<file path="config.mk">
export PLATFORM = sky130hd
export DESIGN_NAME = fsbc_host
export DESIGN_NICKNAME = d
export VERILOG_FILES = /design/src/rtl/fsbc_pkg.sv /design/src/rtl/fsbc_sync.sv /design/src/rtl/fsbc_wcycle.sv /design/src/rtl/fsbc_host.sv
export SDC_FILE = /design/constraint.sdc
export NUM_CORES = 2
export LEC_CHECK = 0
export ABC_AREA = 0
export ABC_CLOCK_PERIOD_IN_PS = 6910
export BUFFER_PORTS_ARGS = -buffer_cell sky130_fd_sc_hd__clkbuf_2
export CORE_MARGIN = 4
export CORE_UTILIZATION = 36
export CTS_BUF_LIST = sky130_fd_sc_hd__clkbuf_4 sky130_fd_sc_hd__clkbuf_8
export CTS_CLUSTER_DIAMETER = 60
export DETAILED_ROUTE_END_ITERATION = 10
export PLACE_DENSITY_LB_ADDON = 0.12
export SLEW_MARGIN = 20
export SYNTH_ARGS = -nofsm -noshare
export SYNTH_HDL_FRONTEND = slang
export SYNTH_HIERARCHICAL = 1
export SYNTH_SLANG_ARGS = --single-unit
export TNS_END_PERCENT = 30
</file>
<file path="constraint.sdc">
create_clock -name CLOCK -period 6.91 [get_ports CLOCK]
set_clock_uncertainty 0.15 [all_clocks]
set_input_delay 0.3455 -clock CLOCK [delete_from_list [all_inputs] [get_ports CLOCK]]
set_output_delay 0.3455 -clock CLOCK [all_outputs]
set_load 0.01 [all_outputs]
</file>
<file path="src/rtl/fsbc_pkg.sv">
// Purpose: shared constants for the flash suspend/bypass command host
// Assumes: 16-bit word bus, word addressing
// Notes:   bus timing counts are in CLOCK cycles at 125 MHz
package fsbc_pkg;
    localparam int unsigned CLK_MHZ        = 125;
    // command data words
    localparam logic [15:0] D_UNLOCK1      = 16'h00aa;
    localparam logic [15:0] D_UNLOCK2      = 16'h0055;
    localparam logic [15:0] D_BYPASS_ENTER = 16'h0020;
    localparam logic [15:0] D_SUSPEND      = 16'h00b0;
    localparam logic [15:0] D_RESUME       = 16'h0030;
    localparam logic [15:0] D_PROG_SETUP   = 16'h00a0;
    localparam logic [15:0] D_BYPASS_EXIT1 = 16'h0090;
    localparam logic [15:0] D_BYPASS_EXIT2 = 16'h0000;
    localparam logic [15:0] D_RESET        = 16'h00f0;
    // word offsets of the unlock cycles
    localparam logic [11:0] A_UNLOCK1      = 12'h555;
    localparam logic [11:0] A_UNLOCK2      = 12'h2aa;
    // write pulse shape in cycles
    localparam logic [3:0]  WE_SETUP_CYC   = 4'h2;
    localparam logic [3:0]  WE_LOW_CYC     = 4'h5;
    localparam logic [3:0]  WE_HOLD_CYC    = 4'h3;
    // accelerated program use limit per sector
    localparam logic [3:0]  ACCEL_MAX_USES = 4'ha;
    // suspend latency bounds in microseconds and cycles
    localparam int unsigned PSUSP_MAX_US   = 15;
    localparam int unsigned ESUSP_MAX_US   = 20;
    localparam int unsigned PSUSP_CYC      = PSUSP_MAX_US * CLK_MHZ;
    localparam int unsigned ESUSP_CYC      = ESUSP_MAX_US * CLK_MHZ;
    // request opcodes from the user side
    typedef enum logic [3:0] {
        FSBC_OP_ESUSPEND = 4'h0,
        FSBC_OP_ERESUME  = 4'h1,
        FSBC_OP_PSUSPEND = 4'h2,
        FSBC_OP_PRESUME  = 4'h3,
        FSBC_OP_BYP_ENT  = 4'h4,
        FSBC_OP_BYP_PROG = 4'h5,
        FSBC_OP_BYP_EXIT = 4'h6,
        FSBC_OP_RESET3   = 4'h7,
        FSBC_OP_ACC_ON   = 4'h8,
        FSBC_OP_ACC_OFF  = 4'h9
    } fsbc_op_t;
endpackage : fsbc_pkg

</file>
<file path="src/rtl/fsbc_sync.sv">
// Purpose: three-flop pin synchroniser with agreement check
// Assumes: input is asynchronous to CLOCK
// Notes:   output changes only when stages two and three agree
`timescale 1ns/1ps
module fsbc_sync
(
    input  wire logic clk,
    input  wire logic rst_n,
    input  wire logic din,
    output logic      dout
);
    logic s1_reg;   // metastable catcher, read by s2 only
    logic s2_reg;   // second stage
    logic s3_reg;   // third stage
    logic q_reg;    // filtered level
    // shift chain and agreement filter
    always_ff @(posedge clk)
    begin
        if (!rst_n)
        begin
            s1_reg <= 1'b0;
            s2_reg <= 1'b0;
            s3_reg <= 1'b0;
            q_reg  <= 1'b0;
        end
        else
        begin
            s1_reg <= din;
            s2_reg <= s1_reg;
            s3_reg <= s2_reg;
            if (s2_reg == s3_reg)
                q_reg <= s3_reg;
        end
    end
    assign dout = q_reg;
endmodule : fsbc_sync

</file>
<file path="src/rtl/fsbc_wcycle.sv">
// Purpose: one asynchronous flash bus write cycle generator
// Assumes: single request held until done pulse
// Notes:   we_n low for WE_LOW_CYC, data driven across setup and hold
`timescale 1ns/1ps
module fsbc_wcycle
    import fsbc_pkg::*;
#(
    parameter int AW = 24
)
(
    input  wire logic          clk,
    input  wire logic          rst_n,
    input  wire logic          start,
    input  wire logic [AW-1:0] addr,
    input  wire logic [15:0]   data,
    output logic               done,
    output logic               busy,
    output logic [AW-1:0]      a_out,
    output logic [15:0]        dq_out,
    output logic               dq_oe,
    output logic               we_n
);
    typedef enum logic [1:0] {
        FSBC_W_IDLE  = 2'b00,
        FSBC_W_SETUP = 2'b01,
        FSBC_W_LOW   = 2'b11,
        FSBC_W_HOLD  = 2'b10
    } fsbc_wst_t;
    fsbc_wst_t      st_reg;     // cycle phase
    fsbc_wst_t      st_next;
    logic [3:0]     cnt_reg;    // phase counter
    logic [AW-1:0]  a_reg;      // latched address
    logic [15:0]    d_reg;      // latched data
    logic           phase_end;  // current phase done
    assign phase_end = (cnt_reg == 4'h1);
    // phase sequencing
    always_comb
    begin
        st_next = st_reg;
        case (st_reg)
            FSBC_W_IDLE:  if (start) st_next = FSBC_W_SETUP;
            FSBC_W_SETUP: if (phase_end) st_next = FSBC_W_LOW;
            FSBC_W_LOW:   if (phase_end) st_next = FSBC_W_HOLD;
            FSBC_W_HOLD:  if (phase_end) st_next = FSBC_W_IDLE;
            default:      st_next = FSBC_W_IDLE;
        endcase
    end
    // state, counter and latches
    always_ff @(posedge clk)
    begin
        if (!rst_n)
        begin
            st_reg  <= FSBC_W_IDLE;
            cnt_reg <= 4'h0;
            a_reg   <= '0;
            d_reg   <= 16'h0000;
        end
        else
        begin
            st_reg <= st_next;
            if (st_reg == FSBC_W_IDLE && start)
            begin
                a_reg   <= addr;
                d_reg   <= data;
                cnt_reg <= WE_SETUP_CYC;
            end
            else if (st_reg != st_next)
                cnt_reg <= (st_next == FSBC_W_LOW) ? WE_LOW_CYC
                                                    : WE_HOLD_CYC;
            else if (cnt_reg != 4'h0)
                cnt_reg <= cnt_reg - 4'h1;
        end
    end
    assign done   = (st_reg == FSBC_W_HOLD) && phase_end;
    assign busy   = (st_reg != FSBC_W_IDLE);
    assign a_out  = a_reg;
    assign dq_out = d_reg;
    assign dq_oe  = busy;
    assign we_n   = (st_reg != FSBC_W_LOW);
endmodule : fsbc_wcycle

</file>
<file path="src/rtl/fsbc_host.sv">
// Purpose: host sequencer for flash suspend, resume and bypass commands
// Assumes: one request at a time, REQ held until ACK
// Notes:   address bits above the word offset select base or sector
// Function
// - erase suspend: one write of 00B0h
// - erase resume: 0030h to suspended sector
// - program suspend: one 00B0h write, any address
// - program resume: 0030h at any address
// - buffer abort recovery needs full three writes
// - at most ten accel uses per sector
// - unlock sectors before raising accel voltage
// - high voltage only during accelerated programming
// - bypass exit: 90h at sector, then 00h
// - bypass entry: AAh@555, 55h@2AA, 20h@555
`timescale 1ns/1ps
module fsbc_host
    import fsbc_pkg::*;
#(
    parameter int AW      = 24,
    parameter int SECT_W  = 8
)
(
    input  wire logic              CLOCK,
    input  wire logic              RST_N,
    input  wire logic              REQ,
    input  wire logic [3:0]        OP,
    input  wire logic [AW-1:0]     ADDR,
    input  wire logic [15:0]       WDATA,
    output logic                   ACK,
    output logic                   ERR,
    output logic                   BYPASS,
    output logic                   PSUSP,
    output logic                   ESUSP,
    input  wire logic              FLASH_BUSY_IN,
    output logic [AW-1:0]          FLASH_A,
    output logic [15:0]            FLASH_DQ_O,
    output logic                   FLASH_DQ_OE,
    output logic                   FLASH_WE_N,
    output logic                   ACCEL_HV_EN
);
    typedef enum logic [2:0] {
        FSBC_IDLE = 3'b000,
        FSBC_W0   = 3'b001,
        FSBC_W1   = 3'b011,
        FSBC_W2   = 3'b010,
        FSBC_FIN  = 3'b110
    } fsbc_st_t;
    fsbc_st_t          st_reg;        // sequencer state
    fsbc_st_t          st_next;
    logic [3:0]        op_reg;        // request being served
    logic [AW-1:0]     adr_reg;       // latched request address
    logic [15:0]       dat_reg;       // latched request data
    logic              byp_reg;       // bypass mode as host sees it
    logic              psusp_reg;     // program suspended
    logic              esusp_reg;     // erase suspended
    logic              acc_reg;       // high voltage enabled
    logic [AW-1:0]     esect_reg;     // sector address of erase suspend
    logic [1:0]        nwr;           // writes in the current op minus one
    logic [1:0]        idx_reg;       // index of current write
    logic              legal;         // request allowed now
    logic              w_start;       // launch a bus write
    logic              w_done;        // bus write finished
    logic              w_busy;        // bus write in progress
    logic [AW-1:0]     w_addr;        // address of current write
    logic [15:0]       w_data;        // data of current write
    logic              busy_s;        // synchronised device busy
    logic [3:0]        acc_use [2**SECT_W]; // accel uses per sector
    logic [SECT_W-1:0] sect;          // sector of request
    logic [AW-1:0]     base;          // request address, offset cleared

    // sector index from the upper address bits
    function automatic logic [SECT_W-1:0] sect_of(input logic [AW-1:0] a);
        sect_of = a[AW-1 -: SECT_W];
    endfunction : sect_of

    assign sect = sect_of(ADDR);
    assign base = {adr_reg[AW-1:12], 12'h000};

    // device busy pin crosses in through four flops
    fsbc_sync u_busy_sync
    (
        .clk   (CLOCK),
        .rst_n (RST_N),
        .din   (FLASH_BUSY_IN),
        .dout  (busy_s)
    );

    // request legality by mode
    assign legal =
        (OP == FSBC_OP_ESUSPEND) ? !byp_reg && !esusp_reg :
        (OP == FSBC_OP_ERESUME)  ? !byp_reg && esusp_reg && !psusp_reg &&
                                   (sect_of(ADDR) ==
                                    sect_of(esect_reg)) :
        (OP == FSBC_OP_PSUSPEND) ? !byp_reg && !psusp_reg :
        (OP == FSBC_OP_PRESUME)  ? psusp_reg :
        (OP == FSBC_OP_BYP_ENT)  ? !byp_reg && !psusp_reg :
        (OP == FSBC_OP_BYP_PROG) ? byp_reg :
        (OP == FSBC_OP_BYP_EXIT) ? byp_reg && !acc_reg :
        (OP == FSBC_OP_RESET3)   ? 1'b1 :
        (OP == FSBC_OP_ACC_ON)   ? !acc_reg && !psusp_reg &&
                                   !esusp_reg &&
                                   (acc_use[sect] < ACCEL_MAX_USES) :
        (OP == FSBC_OP_ACC_OFF)  ? acc_reg && !busy_s :
        1'b0;

    // number of bus writes minus one for each operation
    assign nwr =
        (op_reg == FSBC_OP_BYP_ENT)  ? 2'd2 :
        (op_reg == FSBC_OP_RESET3)   ? 2'd2 :
        (op_reg == FSBC_OP_BYP_PROG) ? 2'd1 :
        (op_reg == FSBC_OP_BYP_EXIT) ? 2'd1 :
        2'd0;

    // address and data of each write of the current sequence
    always_comb
    begin
        w_addr = adr_reg;
        w_data = dat_reg;
        case (op_reg)
            FSBC_OP_ESUSPEND, FSBC_OP_PSUSPEND:
                w_data = D_SUSPEND;
            FSBC_OP_ERESUME:
                w_data = D_RESUME;
            FSBC_OP_PRESUME:
                w_data = D_RESUME;
            FSBC_OP_BYP_ENT, FSBC_OP_RESET3:
            begin
                w_addr = base | AW'(idx_reg == 2'd1 ? A_UNLOCK2
                                                    : A_UNLOCK1);
                w_data = (idx_reg == 2'd0) ? D_UNLOCK1 :
                         (idx_reg == 2'd1) ? D_UNLOCK2 :
                         (op_reg == FSBC_OP_BYP_ENT) ? D_BYPASS_ENTER
                                                     : D_RESET;
            end
            FSBC_OP_BYP_PROG:
            begin
                if (idx_reg == 2'd0)
                    w_data = D_PROG_SETUP;
            end
            FSBC_OP_BYP_EXIT:
                w_data = (idx_reg == 2'd0) ? D_BYPASS_EXIT1
                                           : D_BYPASS_EXIT2;
            default: ;
        endcase
    end

    // sequencer transitions
    always_comb
    begin
        st_next = st_reg;
        case (st_reg)
            FSBC_IDLE:
                if (REQ) st_next = legal ? FSBC_W0 : FSBC_FIN;
            FSBC_W0:
                st_next = (op_reg == FSBC_OP_ACC_ON ||
                           op_reg == FSBC_OP_ACC_OFF) ? FSBC_FIN
                                                      : FSBC_W1;
            FSBC_W1:
                if (w_done) st_next = (idx_reg == nwr) ? FSBC_FIN
                                                       : FSBC_W2;
            FSBC_W2:
                st_next = FSBC_W1;
            FSBC_FIN:
                if (!REQ) st_next = FSBC_IDLE;
            default:
                st_next = FSBC_IDLE;
        endcase
    end

    assign w_start = (st_reg == FSBC_W1) && !w_busy && !w_done;

    // bus write cycle engine
    fsbc_wcycle #(.AW(AW)) u_wcycle
    (
        .clk    (CLOCK),
        .rst_n  (RST_N),
        .start  (w_start),
        .addr   (w_addr),
        .data   (w_data),
        .done   (w_done),
        .busy   (w_busy),
        .a_out  (FLASH_A),
        .dq_out (FLASH_DQ_O),
        .dq_oe  (FLASH_DQ_OE),
        .we_n   (FLASH_WE_N)
    );

    // request latch, write index and error flag
    always_ff @(posedge CLOCK)
    begin
        if (!RST_N)
        begin
            st_reg  <= FSBC_IDLE;
            op_reg  <= 4'h0;
            adr_reg <= '0;
            dat_reg <= 16'h0000;
            idx_reg <= 2'd0;
            ERR     <= 1'b0;
        end
        else
        begin
            st_reg <= st_next;
            if (st_reg == FSBC_IDLE && REQ)
            begin
                op_reg  <= OP;
                adr_reg <= ADDR;
                dat_reg <= WDATA;
                idx_reg <= 2'd0;
                ERR     <= !legal;
            end
            else if (st_reg == FSBC_W2)
                idx_reg <= idx_reg + 2'd1;
        end
    end

    // mode tracking as seen from the host
    always_ff @(posedge CLOCK)
    begin
        if (!RST_N)
        begin
            byp_reg   <= 1'b0;
            psusp_reg <= 1'b0;
            esusp_reg <= 1'b0;
            acc_reg   <= 1'b0;
            esect_reg <= '0;
        end
        else if (st_reg inside {FSBC_W0, FSBC_W1} && st_next == FSBC_FIN)
        begin
            case (op_reg)
                FSBC_OP_ESUSPEND:
                begin
                    esusp_reg <= 1'b1;
                    esect_reg <= adr_reg;
                end
                FSBC_OP_ERESUME:  esusp_reg <= 1'b0;
                FSBC_OP_PSUSPEND: psusp_reg <= 1'b1;
                FSBC_OP_PRESUME:  psusp_reg <= 1'b0;
                FSBC_OP_BYP_ENT:  byp_reg   <= 1'b1;
                FSBC_OP_BYP_EXIT: byp_reg   <= 1'b0;
                FSBC_OP_RESET3:
                begin
                    byp_reg   <= acc_reg;
                    psusp_reg <= 1'b0;
                    esusp_reg <= 1'b0;
                end
                FSBC_OP_ACC_ON:
                begin
                    acc_reg <= 1'b1;
                    byp_reg <= 1'b1;
                end
                FSBC_OP_ACC_OFF:
                begin
                    acc_reg <= 1'b0;
                    byp_reg <= 1'b0;
                end
                default: ;
            endcase
        end
    end

    // per-sector accelerated use counters
    generate
        for (genvar g = 0; g < 2**SECT_W; g++)
        begin : g_acc
            always_ff @(posedge CLOCK)
            begin
                if (!RST_N)
                    acc_use[g] <= 4'h0;
                else if (st_reg == FSBC_IDLE && REQ && legal &&
                         OP == FSBC_OP_ACC_ON && sect == SECT_W'(g))
                    acc_use[g] <= acc_use[g] + 4'h1;
            end
        end
    endgenerate

    assign ACK         = (st_reg == FSBC_FIN);
    assign BYPASS      = byp_reg;
    assign PSUSP       = psusp_reg;
    assign ESUSP       = esusp_reg;
    assign ACCEL_HV_EN = acc_reg;

    // accel enable only rises while idle of suspends
    property p_acc_rise;
        @(posedge CLOCK) disable iff (!RST_N)
        $rose(acc_reg) |-> !$past(psusp_reg) && !$past(esusp_reg);
    endproperty
    a_acc_rise: assert property (p_acc_rise)
        else $error("accel raised during suspend");
    // bypass program write one carries setup data
    property p_bprog;
        @(posedge CLOCK) disable iff (!RST_N)
        w_start && op_reg == FSBC_OP_BYP_PROG && idx_reg == 2'd0
            |-> w_data == D_PROG_SETUP;
    endproperty
    a_bprog: assert property (p_bprog)
        else $error("bypass program setup word wrong");
    // entry second write goes to the 2aa offset
    property p_entry;
        @(posedge CLOCK) disable iff (!RST_N)
        w_start && op_reg == FSBC_OP_BYP_ENT && idx_reg == 2'd1
            |-> w_addr[11:0] == A_UNLOCK2 && w_data == D_UNLOCK2;
    endproperty
    a_entry: assert property (p_entry)
        else $error("bypass entry unlock two wrong");
    // exit ends bypass once acknowledged
    property p_exit;
        @(posedge CLOCK) disable iff (!RST_N)
        $rose(ACK) && op_reg == FSBC_OP_BYP_EXIT && !ERR |=> !byp_reg;
    endproperty
    a_exit: assert property (p_exit)
        else $error("bypass still set after exit");
    // accel uses never pass the limit
    property p_uses;
        @(posedge CLOCK) disable iff (!RST_N)
        $rose(acc_reg) |-> acc_use[sect_of(adr_reg)] <= ACCEL_MAX_USES;
    endproperty
    a_uses: assert property (p_uses)
        else $error("accel use count exceeded");
    // a refused request answers with error and leaves bypass and both suspend flags alone
    property p_refuse;
        @(posedge CLOCK) disable iff (!RST_N)
        st_reg == FSBC_IDLE && REQ && !legal |=> ERR && ACK &&
            $stable(byp_reg) && $stable(psusp_reg) && $stable(esusp_reg);
    endproperty
    a_refuse: assert property (p_refuse)
        else $error("refused request changed a mode");
endmodule : fsbc_host

</file>
==> metrics.md <==
| Metric | Value |
|---|---|
| Sw Pwr | approximately 4.3 mW |
| NumNets Final | about 5600 |
| Clock share of power | 0.409 |
| Average wire per standard cell | between 20 and 30 um |
| Total CTS buffers | ~210 |
| Largest net degree at the start of global routing | between 100 and 150 |
| First-pass GRT wire length | between 200 and 300 mm |
| Crit Path Category | in -> reg |
| Internal power | between 10 and 15 mW |
| Worst hold path depth | 4 |
| Setup Fix Bufs, Post-CTS | 0 |
| Fmax | ~0.17 GHz |
| Seq/Total Area, Yosys | 0.5191 |
| R2R setup slack | between 1.5 and 2 ns |
| Vias/cell | between 5 and 6 |
| Hold Buf Count CTS | 78 |
| Top-area cell type share of the netlist area | 0.4839 |
| Final setup vio count | 0 |
| Area of the multi-input gates | 28330 um2 |
| Post-synth ARST share | 0 |
| Via count | ~43000 |
| Top-count cell post-synth | edfxtp_1 |
| DIE AREA | 183300 um2 |
| Register Area | ~33000 um2 |
| Final ANT Viol Nets | 0 |
| Final instance area | slightly above 70000 um2 |
| # resized after CTS | 0 |
| RSZ-0062 raised after global routing | false |
| Area after DPL | roughly 66000 um2 |
| Worst Hold Endpoint | op_reg[3] |
| CTS sink cnt | approximately 1100 |
| Worst-margin pin slew | 1.197 ns |
| Net Count, Synth | between 5000 and 6000 |
| CP Capture Type | flip-flop |
| Clk Latency, worst-skew pair | roughly 0.96 ns |
| Avg Synthesized Cell Area | approximately 12 um2 |
| Total congestion overflow | 0 |
| Clock Path Buffers | 3 |
| Status | complete, no violations |
| Ys flop type | edfxtp_1 |
| CP startpoint kind | input port |
| Ports | 96 |
| Die W | between 400 and 500 um |
| CTS tree | yes |
| Clock Pin Slew Worst Setup and Hold Paths | ~0.060 ns |
| Final-layout fill cell count | around 17000 |
| Post-synth top cells | edfxtp_1, nand2_1, nor3_1, nor3_2, nor2_1 |
| Syn Inst Count | slightly above 5000 |
| Crit path time final | 5.820 ns |
| Pwr/cell area | approximately 230 nW/um2 |
| Synth area leaders | edfxtp_1, mux4_2, nor3_2, ha_1, xnor2_1 |
| Switching Share | 0.2668 |
| Critical path data arrival time | roughly 6.2 ns |
| WL final | around 200 mm |
| P&R area growth vs syn | 12.07% |
| H-tree levels | 4 |
| Initial Util | 0.3636 |
| Mapped Area | ~64000 um2 |
| GP Congestion | between 0.7 and 0.8 |
| Worst r2r dst | acc_use[39][3] |
| Residual DRC count | 0 |
| Row count | about 150 |
| Port bufs | 95 |
| Root Driver | clkbuf_8 |
| Yosys top cell by area | edfxtp_1 |
| Layout cells sized above 1 | 0.2366 |
| Seq cells post-synth | ~1100 |
| R2r worst-path depth | 10 |
| Max-Cap Viols | 0 |
| Core Footprint | 174800 um2 |
| Final Hold Viols | 0 |
| Slew HR | 0.1917 |
| Final Max Tran Viols | 0 |
| Seq pwr share | 0.496 |
| Setup TNS | 0 ns |
| Combinational power share | 0.095 |
| Vias in the first global route | between 40000 and 50000 |
| Max FFs per register | around 1000 |
| YS warnings | 6 |
| CP Data Required Time | 7.33 ns |
| Number of synthesized flops with an enable pin | 1024 |
| Synth cell types | 73 |
| Final period utilization | 0.8422 |
| DR iter-0 viols | about 3300 |
| Hold crit path type | in -> reg |
| VDD IR max | ~0.14 mV |
| Initial antenna violation count | 5 |
| Worst-path maximum fanout | just over 100 |
| Lkg Pwr | between 20 and 25 nW |
| DRT Pass-1 Iters | 5 |
| All-Layer GR Usage | 0.2138 |
| Die H | roughly 430 um |
| Detailed placement HPWL | ~130 mm |
| Crit Reg-Reg Startpoint | acc_use[15][1] |
| Hold path start | OP[3] |
==> placed cells by master, fill, tap and decap left out, types with 143 or more instances in the layout <==
| cell type | instances |
|---|---|
| buf_4 | 143 |
| nand3_1 | 273 |
| xnor2_1 | 264 |
| nor3_1 | 414 |
| clkbuf_8 | 221 |
| edfxtp_1 | 1024 |
| nand2_1 | 536 |
| nor2_1 | 306 |
| mux4_2 | 185 |
| xor2_1 | 261 |
| o31ai_1 | 147 |
| ha_1 | 262 |
| nor3_2 | 362 |
==> power groups by stage <==
stage	sequential, mW	clock, mW	combinational (mW)
2_1_floorplan	8.02	0	1.08
3_3_place_gp	8.12	0	1.50
5_1_grt	8.02	7.06	1.66
4_1_cts	7.98	6.75	1.54
6_report	7.98	6.58	1.54
3_5_place_dp	8.12	0	1.50
==> worst max-delay path, stage by stage <==
cell and delay [ns]:
dlygate4sd3_1 0.56, buf_8 0.54, buf_12 0.36, mux4_2 0.55, a22oi_1 0.34, a21oi_1 0.13
nor4_1 0.74, nor3_1 0.21, nor3_2 0.27, and2_2 0.74, o21ai_4 0.18, buf_12 0.31
o31ai_1 0.72
==> metal layers <==
layer / global-route usage / vias to the layer above / wire length (um) / part of all wire
li1: - / 19640 / - / -
met1: 0.2947 / 22030 / 89170 / 0.45
met2: 0.3420 / 1252 / 92720 / 0.46
met3: 0.03906 / 307 / 11960 / 0.060
met4: 0.06706 / 0 / 5820 / 0.029
met5: 0 / - / 0 / 0
==> cells by family after synthesis <==
| kind of cell | after synthesis | synth area share |
|---|---|---|
| multiplexers | 223 | 0.07155 |
| XOR/XNOR | 525 | 0.07235 |
| flip-flops | 1136 | 0.5191 |
| AO/OA/AOI/OAI | 553 | 0.07300 |
| adder cells (fa/ha/maj) | 262 | 0.05158 |
| buffers and inverters | 437 | 0.03804 |
| AND/OR/NAND/NOR | 2032 | 0.1743 |
==> through the flow <==
step	util	instances	total power [mW]	hold slack [ns]	worst slack [ns]
finish	0.4075	7799	16.10	0.1357	1.090
floorplan	-	5168	9.103	0.2557	2.959
global route	0.4075	7799	16.74	0.06860	0.9001
CTS	0.4074	7798	16.28	0.009688	1.128
detailed placement	0.3791	7328	9.625	0.2829	0.6825
global placement	0.3790	7328	9.621	0.2750	0.7228
==> area by class of cell <==
class / instances / share of cell area
inverter: 14 / 0.0007378
tap: 2325 / 0.04084
clock buffer: 302 / 0.05124
multi-input combinational: 3595 / 0.3977
sequential: 1136 / 0.4632
clock inverter: 90 / 0.007448
timing repair buffer: 336 / 0.03875
antenna: 1 / 0.00003513
==> worst max path at each step <==
stage / startpoint / endpoint / slack, ns / cells past startpoint
floorplan: ADDR[16] / acc_use[224][0] / 2.96 / 15
global placement: ADDR[16] / acc_use[9][1] / 0.72 / 12
detailed placement: ADDR[16] / acc_use[43][3] / 0.68 / 12
CTS: ADDR[16] / acc_use[39][3] / 1.13 / 13
global route: ADDR[16] / acc_use[171][2] / 0.90 / 13
finish: ADDR[16] / acc_use[39][3] / 1.09 / 13
Power figures use the tool's default switching activity.
